==> config.mk <==
export PLATFORM = sky130hd
export DESIGN_NAME = tpw_timer
export DESIGN_NICKNAME = d
export VERILOG_FILES = /design/src/inc/tpw_pkg.sv /design/src/logic/tpw_timer.sv
export SDC_FILE = /design/constraint.sdc
export NUM_CORES = 1
export LEC_CHECK = 0
export ABC_AREA = 1
export BUFFER_PORTS_ARGS = -buffer_cell sky130_fd_sc_hd__buf_2
export CAP_MARGIN = 10
export CORE_UTILIZATION = 50
export CTS_CLUSTER_DIAMETER = 30
export DETAILED_ROUTE_END_ITERATION = 6
export HOLD_SLACK_MARGIN = 0.12
export MAX_ROUTING_LAYER = met4
export PLACE_DENSITY = 0.76
export SKIP_CTS_REPAIR_TIMING = 1
export SYNTH_ARGS = -nofsm -noshare
export SYNTH_HDL_FRONTEND = slang
export SYNTH_SLANG_ARGS = --single-unit
==> constraint.sdc <==
create_clock -name clk -period 1.9 [get_ports clk]
set_input_delay 0.19 -clock clk [delete_from_list [all_inputs] [get_ports clk]]
set_output_delay 0.19 -clock clk [all_outputs]
set_load 0.05 [all_outputs]
==> src/inc/tpw_pkg.sv <==
// constants for the 8-bit waveform timer: register map, fields, reset values, modes
// assumes a 100 MHz system clock and a 32-bit avalon-mm register port
package tpw_pkg;

    // ==========================================================
    // register map (byte addresses)
    localparam logic [4:0] CTL_OFS    = 5'h00;  // mode, output action, clock select
    localparam logic [4:0] CMPA_OFS   = 5'h04;  // compare_a_value
    localparam logic [4:0] CNT_OFS    = 5'h08;  // counter_value, read/write
    localparam logic [4:0] FLAG_OFS   = 5'h0C;  // event flags, write one to clear
    localparam logic [4:0] PIN_OFS    = 5'h10;  // pin direction and port data
    localparam logic [4:0] STAT_OFS   = 5'h14;  // live state, read only

    // ==========================================================
    // field positions
    localparam int MODE_LSB    = 0;   // waveform_mode_field [2:0]
    localparam int ACT_LSB     = 4;   // output_action_a_field [5:4]
    localparam int CSEL_LSB    = 8;   // clock select [10:8]
    localparam int OVF_BIT     = 0;   // overflow_flag
    localparam int CMPA_BIT    = 1;   // compare_a_flag
    localparam int DIR_BIT     = 0;   // pin drives when set
    localparam int PORT_BIT    = 1;   // normal port level
    localparam int WAVE_BIT    = 0;   // wave_out_a state in status
    localparam int UP_BIT      = 1;   // counting direction in status

    // ==========================================================
    // waveform modes and output actions
    localparam logic [2:0] MODE_NORMAL  = 3'h0;
    localparam logic [2:0] MODE_PC_MAX  = 3'h1;
    localparam logic [2:0] MODE_CLR     = 3'h2;
    localparam logic [2:0] MODE_FAST_MAX = 3'h3;
    localparam logic [2:0] MODE_PC_CMP  = 3'h5;
    localparam logic [2:0] MODE_FAST_CMP = 3'h7;
    localparam logic [1:0] ACT_NONE     = 2'h0;
    localparam logic [1:0] ACT_TOGGLE   = 2'h1;
    localparam logic [1:0] ACT_NONINV   = 2'h2;
    localparam logic [1:0] ACT_INV      = 2'h3;

    // ==========================================================
    // counter limits and prescaler masks (divisor minus one)
    localparam logic [7:0] CNT_BOTTOM   = 8'h00;
    localparam logic [7:0] CNT_MAX      = 8'hFF;
    localparam logic [9:0] PSC_DIV1     = 10'h000;
    localparam logic [9:0] PSC_DIV8     = 10'h007;
    localparam logic [9:0] PSC_DIV32    = 10'h01F;
    localparam logic [9:0] PSC_DIV64    = 10'h03F;
    localparam logic [9:0] PSC_DIV128   = 10'h07F;
    localparam logic [9:0] PSC_DIV256   = 10'h0FF;
    localparam logic [9:0] PSC_DIV1024  = 10'h3FF;
    localparam int FAST_PERIOD = 256;   // timer clocks per fast period at top max
    localparam int PC_PERIOD   = 510;   // timer clocks per phase-correct period at top max

    // ==========================================================
    // reset values
    localparam logic [31:0] RDATA_RST   = 32'h0000_0000;
    localparam logic [7:0]  CMP_RST     = 8'h00;
    localparam logic [9:0]  PSC_RST     = 10'h000;

endpackage : tpw_pkg

==> src/logic/tpw_timer.sv <==
// 8-bit timer with clear-on-match, fast pwm and phase-correct pwm waveforms
// assumes one 100 MHz clock, synchronous reset, avalon-mm master with waitrequest
`timescale 1ns/1ps

module tpw_timer (
    // clock and reset
    input  wire logic        clk,
    input  wire logic        rst,
    // avalon-mm slave
    input  wire logic [4:0]  address,
    input  wire logic        read,
    input  wire logic        write,
    input  wire logic [31:0] writedata,
    input  wire logic [3:0]  byteenable,
    output logic      [31:0] readdata,
    output logic             waitrequest,
    // waveform pin
    output logic             pin_out,
    output logic             pin_oe
);
    import tpw_pkg::*;

    // ==========================================================
    // state
    typedef struct packed {
        logic        ack;
        logic [31:0] rdata;
        logic [2:0]  mode;
        logic [1:0]  action;
        logic [2:0]  csel;
        logic [7:0]  cmp_buf;
        logic [7:0]  cmp_act;
        logic [7:0]  cnt;
        logic        up;
        logic        up_done;
        logic        ovf_flag;
        logic        cmpa_flag;
        logic        dir;
        logic        port;
        logic        wave;
        logic [9:0]  psc;
    } tpw_state_type;

    tpw_state_type st_ff;
    tpw_state_type nxt_st;

    logic        acc;
    logic        wr_acc;
    logic [31:0] wmerge;
    logic [9:0]  psc_mask;
    logic        tick;
    logic        is_fast;
    logic        is_pc;
    logic        is_clr;
    logic [7:0]  cmp_eff;
    logic [7:0]  top;
    logic        match;
    logic        up_phase;
    logic        cnt_wr;
    logic        at_top;
    logic        at_bottom;

    // ==========================================================
    // bus handshake: one wait cycle per request, answer on the second
    assign acc         = (read | write) & st_ff.ack;
    assign wr_acc      = write & st_ff.ack;
    assign waitrequest = (read | write) & ~st_ff.ack;
    assign readdata    = st_ff.rdata;
    assign cnt_wr      = wr_acc & (address == CNT_OFS) & byteenable[0];

    // byte-lane merge of write data over a zero base
    always_comb begin
        for (int i = 0; i < 4; i++) begin
            wmerge[i*8 +: 8] = byteenable[i] ? writedata[i*8 +: 8] : 8'h00;
        end
    end

    // ==========================================================
    // prescaler tick selection
    always_comb begin
        unique case (st_ff.csel)
            3'h1:    psc_mask = PSC_DIV1;
            3'h2:    psc_mask = PSC_DIV8;
            3'h3:    psc_mask = PSC_DIV32;
            3'h4:    psc_mask = PSC_DIV64;
            3'h5:    psc_mask = PSC_DIV128;
            3'h6:    psc_mask = PSC_DIV256;
            3'h7:    psc_mask = PSC_DIV1024;
            default: psc_mask = PSC_DIV1;
        endcase
    end
    assign tick = (st_ff.csel != 3'h0) & ((st_ff.psc & psc_mask) == psc_mask);

    // ==========================================================
    // mode decode, top and compare selection
    assign is_fast  = (st_ff.mode == MODE_FAST_MAX) | (st_ff.mode == MODE_FAST_CMP);
    assign is_pc    = (st_ff.mode == MODE_PC_MAX) | (st_ff.mode == MODE_PC_CMP);
    assign is_clr   = (st_ff.mode == MODE_CLR);
    // pwm modes use the active copy loaded at top, others see the written value at once
    assign cmp_eff  = (is_fast | is_pc) ? st_ff.cmp_act : st_ff.cmp_buf;
    assign top      = (is_clr | (st_ff.mode == MODE_FAST_CMP) | (st_ff.mode == MODE_PC_CMP))
                      ? cmp_eff : CNT_MAX;
    assign match    = (st_ff.cnt == cmp_eff);
    assign at_top   = (st_ff.cnt == top);
    assign at_bottom = (st_ff.cnt == CNT_BOTTOM);
    // at bottom a match is an up match, at top a down match
    assign up_phase = at_bottom ? 1'b1 : (at_top ? 1'b0 : st_ff.up);

    // ==========================================================
    // pin override and direction
    assign pin_oe  = st_ff.dir;
    assign pin_out = (st_ff.action != ACT_NONE) ? st_ff.wave : st_ff.port;

    // ==========================================================
    // next state
    always_comb begin
        nxt_st       = st_ff;
        nxt_st.ack   = (read | write) & ~st_ff.ack;
        nxt_st.psc   = st_ff.psc + 10'h001;
        // read data captured in the wait cycle, stands at the accept edge
        if (read & ~st_ff.ack) begin
            nxt_st.rdata = RDATA_RST;
            unique case (address)
                CTL_OFS: begin
                    nxt_st.rdata[MODE_LSB +: 3] = st_ff.mode;
                    nxt_st.rdata[ACT_LSB +: 2]  = st_ff.action;
                    nxt_st.rdata[CSEL_LSB +: 3] = st_ff.csel;
                end
                CMPA_OFS: nxt_st.rdata[7:0] = st_ff.cmp_buf;
                CNT_OFS:  nxt_st.rdata[7:0] = st_ff.cnt;
                FLAG_OFS: begin
                    nxt_st.rdata[OVF_BIT]  = st_ff.ovf_flag;
                    nxt_st.rdata[CMPA_BIT] = st_ff.cmpa_flag;
                end
                PIN_OFS: begin
                    nxt_st.rdata[DIR_BIT]  = st_ff.dir;
                    nxt_st.rdata[PORT_BIT] = st_ff.port;
                end
                STAT_OFS: begin
                    nxt_st.rdata[WAVE_BIT] = st_ff.wave;
                    nxt_st.rdata[UP_BIT]   = st_ff.up;
                end
                default: nxt_st.rdata = RDATA_RST;
            endcase
        end
        // register writes
        if (wr_acc) begin
            unique case (address)
                CTL_OFS: begin
                    if (byteenable[0]) begin
                        nxt_st.mode   = wmerge[MODE_LSB +: 3];
                        nxt_st.action = wmerge[ACT_LSB +: 2];
                    end
                    if (byteenable[1]) begin
                        nxt_st.csel = wmerge[CSEL_LSB +: 3];
                    end
                end
                CMPA_OFS: begin
                    if (byteenable[0]) begin
                        nxt_st.cmp_buf = wmerge[7:0];
                    end
                end
                CNT_OFS: begin
                    if (byteenable[0]) begin
                        nxt_st.cnt = wmerge[7:0];
                    end
                end
                FLAG_OFS: begin
                    if (wmerge[OVF_BIT]) begin
                        nxt_st.ovf_flag = 1'b0;
                    end
                    if (wmerge[CMPA_BIT]) begin
                        nxt_st.cmpa_flag = 1'b0;
                    end
                end
                PIN_OFS: begin
                    if (byteenable[0]) begin
                        nxt_st.dir  = wmerge[DIR_BIT];
                        nxt_st.port = wmerge[PORT_BIT];
                    end
                end
                default: nxt_st.mode = st_ff.mode;
            endcase
        end
        // non-pwm modes keep the active copy tracking the written value
        if (!(is_fast | is_pc)) begin
            nxt_st.cmp_act = st_ff.cmp_buf;
        end
        // counting; a bus write to the counter wins over the tick
        if (tick) begin
            if (match) begin
                nxt_st.cmpa_flag = 1'b1;   // set wins over clear
            end
            if (is_fast) begin
                if (at_top) begin
                    if (!cnt_wr) begin
                        nxt_st.cnt = CNT_BOTTOM;
                    end
                    nxt_st.ovf_flag = 1'b1;
                    nxt_st.cmp_act  = st_ff.cmp_buf;
                    if (st_ff.action == ACT_NONINV) begin
                        nxt_st.wave = 1'b1;
                    end else if (st_ff.action == ACT_INV) begin
                        nxt_st.wave = 1'b0;
                    end
                end else if (!cnt_wr) begin
                    nxt_st.cnt = st_ff.cnt + 8'h01;
                end
                // a match at top yields to the bottom action
                if (match && !(at_top && st_ff.action[1])) begin
                    unique case (st_ff.action)
                        ACT_TOGGLE: nxt_st.wave = ~st_ff.wave;
                        ACT_NONINV: nxt_st.wave = 1'b0;
                        ACT_INV:    nxt_st.wave = 1'b1;
                        ACT_NONE:   nxt_st.wave = st_ff.wave;
                    endcase
                end
            end else if (is_pc) begin
                if (st_ff.up) begin
                    if (at_top) begin
                        nxt_st.up      = 1'b0;
                        nxt_st.cmp_act = st_ff.cmp_buf;
                        if (!cnt_wr) begin
                            nxt_st.cnt = (top == CNT_BOTTOM) ? CNT_BOTTOM
                                                             : st_ff.cnt - 8'h01;
                        end
                    end else if (!cnt_wr) begin
                        nxt_st.cnt = st_ff.cnt + 8'h01;
                    end
                end else begin
                    if (at_bottom) begin
                        nxt_st.up       = 1'b1;
                        nxt_st.ovf_flag = 1'b1;
                        nxt_st.up_done  = 1'b0;
                        // missed up match last period: restore symmetry
                        if (!st_ff.up_done && cmp_eff != CNT_MAX && st_ff.action[1]) begin
                            nxt_st.wave = (st_ff.action == ACT_INV);
                        end
                        if (!cnt_wr) begin
                            nxt_st.cnt = st_ff.cnt + 8'h01;
                        end
                    end else if (!cnt_wr) begin
                        nxt_st.cnt = st_ff.cnt - 8'h01;
                    end
                end
                if (match) begin
                    if (up_phase) begin
                        nxt_st.up_done = 1'b1;
                    end
                    unique case (st_ff.action)
                        ACT_TOGGLE: nxt_st.wave = ~st_ff.wave;
                        ACT_NONINV: nxt_st.wave = ~up_phase;
                        ACT_INV:    nxt_st.wave = up_phase;
                        ACT_NONE:   nxt_st.wave = st_ff.wave;
                    endcase
                end
            end else begin
                nxt_st.up = 1'b1;
                if (st_ff.cnt == CNT_MAX) begin
                    nxt_st.ovf_flag = 1'b1;
                end
                if (!cnt_wr) begin
                    nxt_st.cnt = ((is_clr && match) || st_ff.cnt == CNT_MAX)
                                 ? CNT_BOTTOM : st_ff.cnt + 8'h01;
                end
                if (match) begin
                    unique case (st_ff.action)
                        ACT_TOGGLE: nxt_st.wave = ~st_ff.wave;
                        ACT_NONINV: nxt_st.wave = 1'b0;
                        ACT_INV:    nxt_st.wave = 1'b1;
                        ACT_NONE:   nxt_st.wave = st_ff.wave;
                    endcase
                end
            end
        end
    end

    // state register
    always_ff @(posedge clk) begin
        if (rst) begin
            st_ff         <= '0;
            st_ff.rdata   <= RDATA_RST;
            st_ff.cmp_buf <= CMP_RST;
            st_ff.cmp_act <= CMP_RST;
            st_ff.psc     <= PSC_RST;
            st_ff.up      <= 1'b1;
        end else begin
            st_ff <= nxt_st;
        end
    end
endmodule : tpw_timer

Yosys cells after proc, flatten, opt, wreduce, memory -nomap -nowiden:

Index checks and enable logic that the tools add are counted.

* input port bits: 45
* word-level logic and storage cells: 152
* flip-flop bits (word level): 61
* output and inout bits: 35

* add/subtract/negate cells: 3
* mux-type cells: 64
* equal/unequal tests: 28
* bitwise operators: 17
* reductions and logical operators: 24

Operator list (number)
* $mux 8: 19
* $pmux 10 s6: 1
* $mux 1: 25
* $mux 20: 1
* $eq 3x3->1 const B: 6
* $mux 9: 2
* $eq 8x8->1: 2
* $logic_not 8->1: 2
* $mux 16: 1
* $reduce_and 3->1: 5
* $eq 3x2->1 const B: 4
* $pmux 2 s6: 1
* $reduce_bool 3->1: 4
* $add 10x1->10 const B: 1
* $and 10x10->10: 1
* $eq 10x10->1: 1
* $eq 5x4->1 const B: 2
* $eq 5x5->1 const B: 2
* $mux 2: 5
* $add 8x1->8 const B: 1
* $eq 8x8->1 const B: 1
* $ne 8x8->1 const B: 1
* $reduce_and 8->1: 1
* $sub 8x1->8 const B: 1
* 24 further kinds: 46

Depth between registers and ports, before layout:

* word-level depth: 13
* mapped depth: 19
* gate-level depth less buffers: 18

Least setup slack after synthesis:

No wires, ideal clock.

* path kind: register -> register
* start: register st_ff[17] (netlist name)
* end: register st_ff[10] (netlist name)
* period minus slack after synthesis: 1.864 ns
* setup slack: 0.036 ns
* stages on the path, launching flop included: 16
* arrival time: 1.745 ns
* cells stage by stage: dfxtp_1 inv_1 ha_1 nand3_1 nor2_1 nand3_1 nor2_1 nand3b_1 nand2_1 inv_1 nor2_1 nand2_1 nand2_1 nand2_1 nor2_1 a21oi_1

* word-level cells in the longest chain between the ends: 8

Ends and longest elaborated chain
* from (decl): RTL line tpw_timer.sv:44 `tpw_state_type st_ff;`
* from (signal assigned): RTL line tpw_timer.sv:288 `st_ff <= nxt_st;`
* $eq 8x8->1: RTL line tpw_timer.sv:104 `assign at_top = (st_ff.cnt == top);`
* $mux 1 (2 in a row): RTL line tpw_timer.sv:107 `assign up_phase = at_bottom ? 1'b1 : (at_top ? 1'b0 : st_ff.up);`
* $not 1->1: RTL line tpw_timer.sv:252 `ACT_NONINV: nxt_st.wave = ~up_phase;`
* $pmux 1 s3: RTL line tpw_timer.sv:250 `unique case (st_ff.action)`
* $mux 1: RTL line tpw_timer.sv:246 `if (match) begin`
* $mux 1: RTL line tpw_timer.sv:218 `end else if (is_pc) begin`
* $mux 1: RTL line tpw_timer.sv:194 `if (is_fast) begin`

Parallel ways exist; a longest one is shown, timed or not.
A chain may end at the register's enable or synchronous reset.

Final worst setup path:

* start: register st_ff[46] (netlist name)
* end: register st_ff[21] (netlist name)

* word-level cells in the longest chain between the ends: 13

Ends and longest elaborated chain
* $eq 3x2->1 (tied with other cells): RTL line tpw_timer.sv:96 `assign is_fast = (st_ff.mode == MODE_FAST_MAX) | (st_ff.mode == MODE_FAST_CMP);`
* $or 1x1->1 (on tied branches): RTL line tpw_timer.sv:96, tpw_timer.sv:97
* $or 1x1->1: RTL line tpw_timer.sv:100 `assign cmp_eff = (is_fast | is_pc) ? st_ff.cmp_act : st_ff.cmp_buf;`
* $mux 8: RTL line tpw_timer.sv:100
* $mux 8: RTL line tpw_timer.sv:102 `? cmp_eff : CNT_MAX;`
* $logic_not 8->1: RTL line tpw_timer.sv:224 `nxt_st.cnt = (top == CNT_BOTTOM) ? CNT_BOTTOM`
* $mux 8: RTL line tpw_timer.sv:224
* $mux 8: RTL line tpw_timer.sv:223 `if (!cnt_wr) begin`
* $mux 8: RTL line tpw_timer.sv:220 `if (at_top) begin`
* $mux 9: RTL line tpw_timer.sv:219 `if (st_ff.up) begin`
* $mux 9: RTL line tpw_timer.sv:218
* $mux 16 *: RTL line tpw_timer.sv:194
* $mux 20 *: RTL line tpw_timer.sv:190 `if (tick) begin`

Every way passes the cells marked *; elsewhere a longest branch is shown, timed or not.

==> flow_metrics.py <==
metrics = {
    "cts": {
        "cts_root_buf": "clkbuf_8",
        "cts_buffer_depth": 2,
        "path_clk_slew_ns": 0.08,
        "numCtsBuffers": 9,
        "tritoncts": "done",
        "clkSinkCount": 61,
        "insertion_delay_ns": 0.36,
        "htree_levels": 3,
    },
    "placed_design": {
        "place_congestion": 1.038,
        "io_buffers": 35,
        "post-place-ws_ns": -0.1768,
        "dp_hpwl_um": 9365,
    },
    "setup_path": {
        "crit_type": "reg2reg",
        "r2r_setup_slack_ns": -0.24,
        "crit_required_ns": 2.14,
        "timing.rr.start": "st_ff[46]$_SDFFE_PP0P_",
        "arrival_ns": 2.38,
        "cp-start-kind": "register",
        "r2r_end": "st_ff[21]$_SDFF_PP0_",
        "endpoint_kind": "register",
        "ff2ff_path_depth": 16,
        "worstPathMaxFanout": 8,
    },
    "synth": {
        "synth_adder_area_share_pct": 0.9302,
        "synth_top_area_share_pct": 30.26,
        "ys_seq_area_share_pct": 30.26,
        "syn_area_um2": 4035,
        "yosysUniqueCellTypes": 40,
        "yosysMostFrequentCell": "nand2_1",
        "synth-edff-count": 0,
        "avgSynthCellArea_um2": 6.345,
        "ys.flop_type": "dfxtp_1",
        "synthSimpleGateAreaFrac_pct": 31.13,
        "ys_warn_count": 0,
        "synth_top_family_by_area": "simple AND/OR/NAND/NOR gates",
        "synth_top_cell_by_area": "dfxtp_1",
        "synth-xor-area-share_pct": 1.953,
        "synthTopCellsByCount": "nand2_1 (156), inv_1 (70), dfxtp_1 (61), nor2_1 (61), a21oi_1 (60)",
        "synth.area.top_cells": "dfxtp_1 (30%), nand2_1 (15%), a21oi_1 (7.4%)",
        "synth_cells": 636,
        "ys_ff_latch": 61,
        "async_flop_share_pct": 0,
        "synth_compound_gate_area_share_pct": 19.44,
        "muxShareOfSynthArea_pct": 0,
    },
    "timing": {
        "fmax_mhz": 467.2,
        "hold_viol_final": 0,
        "finalSetupViolations": 20,
        "maxSlewViolCount": 0,
        "skew_ns": 0.01139,
        "whs_ns": 0.1054,
        "rsz0062_at_grt": "yes",
        "setup_ws_ns": -0.2404,
        "finalCriticalPeriod_ns": 2.140,
        "finalSetupTns_ns": -2.748,
        "period_share_pct": 112.7,
    },
    "final_layout": {
        "fin_nets": 799,
        "area_delta_synth_final_pct": 30.39,
        "drive_gt1_share_pct": 27.38,
        "n_antenna_cell": 0,
        "final_util_pct": 67.74,
    },
    "hold_path": {
        "hold_depth": 3,
        "min_to": "st_ff[40]$_SDFFE_PP0P_",
        "min-delay-start": "writedata[7]",
        "hold_class": "in2reg",
    },
    "floorplanning": {
        "die_x_um": 91.84,
        "core_region_area_um2": 7767,
        "ios": 80,
        "dieArea_um2": 8434,
        "rows": 32,
        "start_util_pct": 51.95,
        "die_h_um": 91.84,
    },
    "route": {
        "num_vias": 4662,
        "ant_nets": 0,
        "drt_wl_total_um": 13200,
        "dr.pass1.iters": 5,
        "first_iter_violations": 340,
        "post-route-drc-count": 0,
        "wl_per_cell_um": 15.38,
        "vias_per_cell": 5.434,
    },
    "pwr": {
        "p_leak_uw": 0.002394,
        "ir_drop_mv": 0.6389,
        "powerDensity_nw_per_um2": 573.7,
    },
    "status": {
        "violations": "negative setup slack",
        "status": "finished with violations",
    },
    "global_routing": {
        "grt_start_max_net_pins": 26,
        "grt-ovfl-total": 0,
        "track_usage_pct": 31.81,
        "antenna_found_initial": 0,
        "grt_first_pass_wirelength_um": 20210,
        "grt_pass1_vias": 4263,
    },
    "run": {
        "maxCapViolCount": 0,
    },
}
-- stage by stage --
step / total power (µW) / cell area, µm² / std cells
floorplan: 1602 / 4110 / 656
global placement: 1653 / 4741 / 830
detailed placement: 1658 / 4741 / 830
CTS: 3018 / 4969 / 846
global route: 3096 / 5261 / 858
finish: 3018 / 5261 / 858
-- critical path: stages, from the launching register on --
cell	delay, ns
dfxtp_2	0.35
buf_12	0.13
clkinv_8	0.07
buf_8	0.14
o21ai_4	0.12
nand2_1	0.08
nand2_2	0.09
nand2_1	0.05
nand2_1	0.06
inv_2	0.04
nor2_4	0.17
nand2_4	0.11
buf_4	0.16
nand2_4	0.07
nand2_4	0.10
a21oi_1	0.19
a21oi_2	0.08
-- worst max path at each step --
stage,startpoint,to,slack (ns),cells after the start
2_1_floorplan,st_ff[17]$_SDFF_PP0_,st_ff[10]$_SDFFE_PP0P_,0.04,15
3_3_place_gp,st_ff[46]$_SDFFE_PP0P_,st_ff[24]$_SDFF_PP0_,-0.15,12
3_5_place_dp,st_ff[46]$_SDFFE_PP0P_,st_ff[23]$_SDFF_PP0_,-0.18,17
4_1_cts,st_ff[46]$_SDFFE_PP0P_,st_ff[21]$_SDFF_PP0_,-0.22,18
5_1_grt,st_ff[46]$_SDFFE_PP0P_,st_ff[24]$_SDFF_PP0_,-0.37,12
6_report,st_ff[46]$_SDFFE_PP0P_,st_ff[21]$_SDFF_PP0_,-0.24,16
-- layout make-up --
class,count,area (µm²)
clock buffers,9,123.9
clock inverters,7,103.9
fillers,698,2506
repair inverters,1,5.005
well taps,102,127.6
multi-input cells,466,2429
repair buffers,131,928.4
flip-flops and latches,61,1222
inverters,81,321.6
-- report_power, final --
part,internal [µW],switching (µW)
logic,81.4,251
clock network,757,622
registers,1300,10.9
-- cells in the final DEF (no fill, tap or decap), types with 4 or more instances in the layout --
cell type / Yosys / layout
nor2_2: 1 / 4
a21oi_2: 0 / 7
buf_2: 1 / 35
nand3_1: 31 / 29
o22ai_1: 9 / 9
nand2_2: 4 / 8
nor2_1: 61 / 58
xor2_1: 9 / 9
nand2_4: 3 / 11
nand4_1: 5 / 5
dfxtp_1: 61 / 60
inv_2: 5 / 8
inv_1: 70 / 67
o21ai_1: 9 / 13
nor3_1: 13 / 11
clkinv_1: 4 / 4
o21ai_0: 48 / 43
conb_1: 1 / 21
a21oi_1: 60 / 53
o211ai_1: 5 / 5
nand2_1: 156 / 144
o31ai_1: 4 / 4
buf_4: 32 / 93
clkbuf_8: 0 / 9
-- registers in the layout, indices dropped and copies added, names as in the netlist --
signal	cells
st_ff	49
readdata	11
pin_oe	1
-- layer usage --
layer,GRT usage (%),up-vias,wire length [µm]
met5,-,-,0
met4,11.46,0,373
met3,6.965,42,1014
met2,53.45,238,6496
met1,37.47,2135,5315
li1,-,2247,-
-- cell families (layout without fill, tap and decap cells) --
logic type      after synthesis  count (layout)
simple gates                288             289
compound gates              144             144
buf+inv                     130             229
flops                        61              61
xor+xnor                      9               9
fa+ha+maj                     3               3
other cells                   1              21
Note: power is estimated with default switching activity, not from simulation.
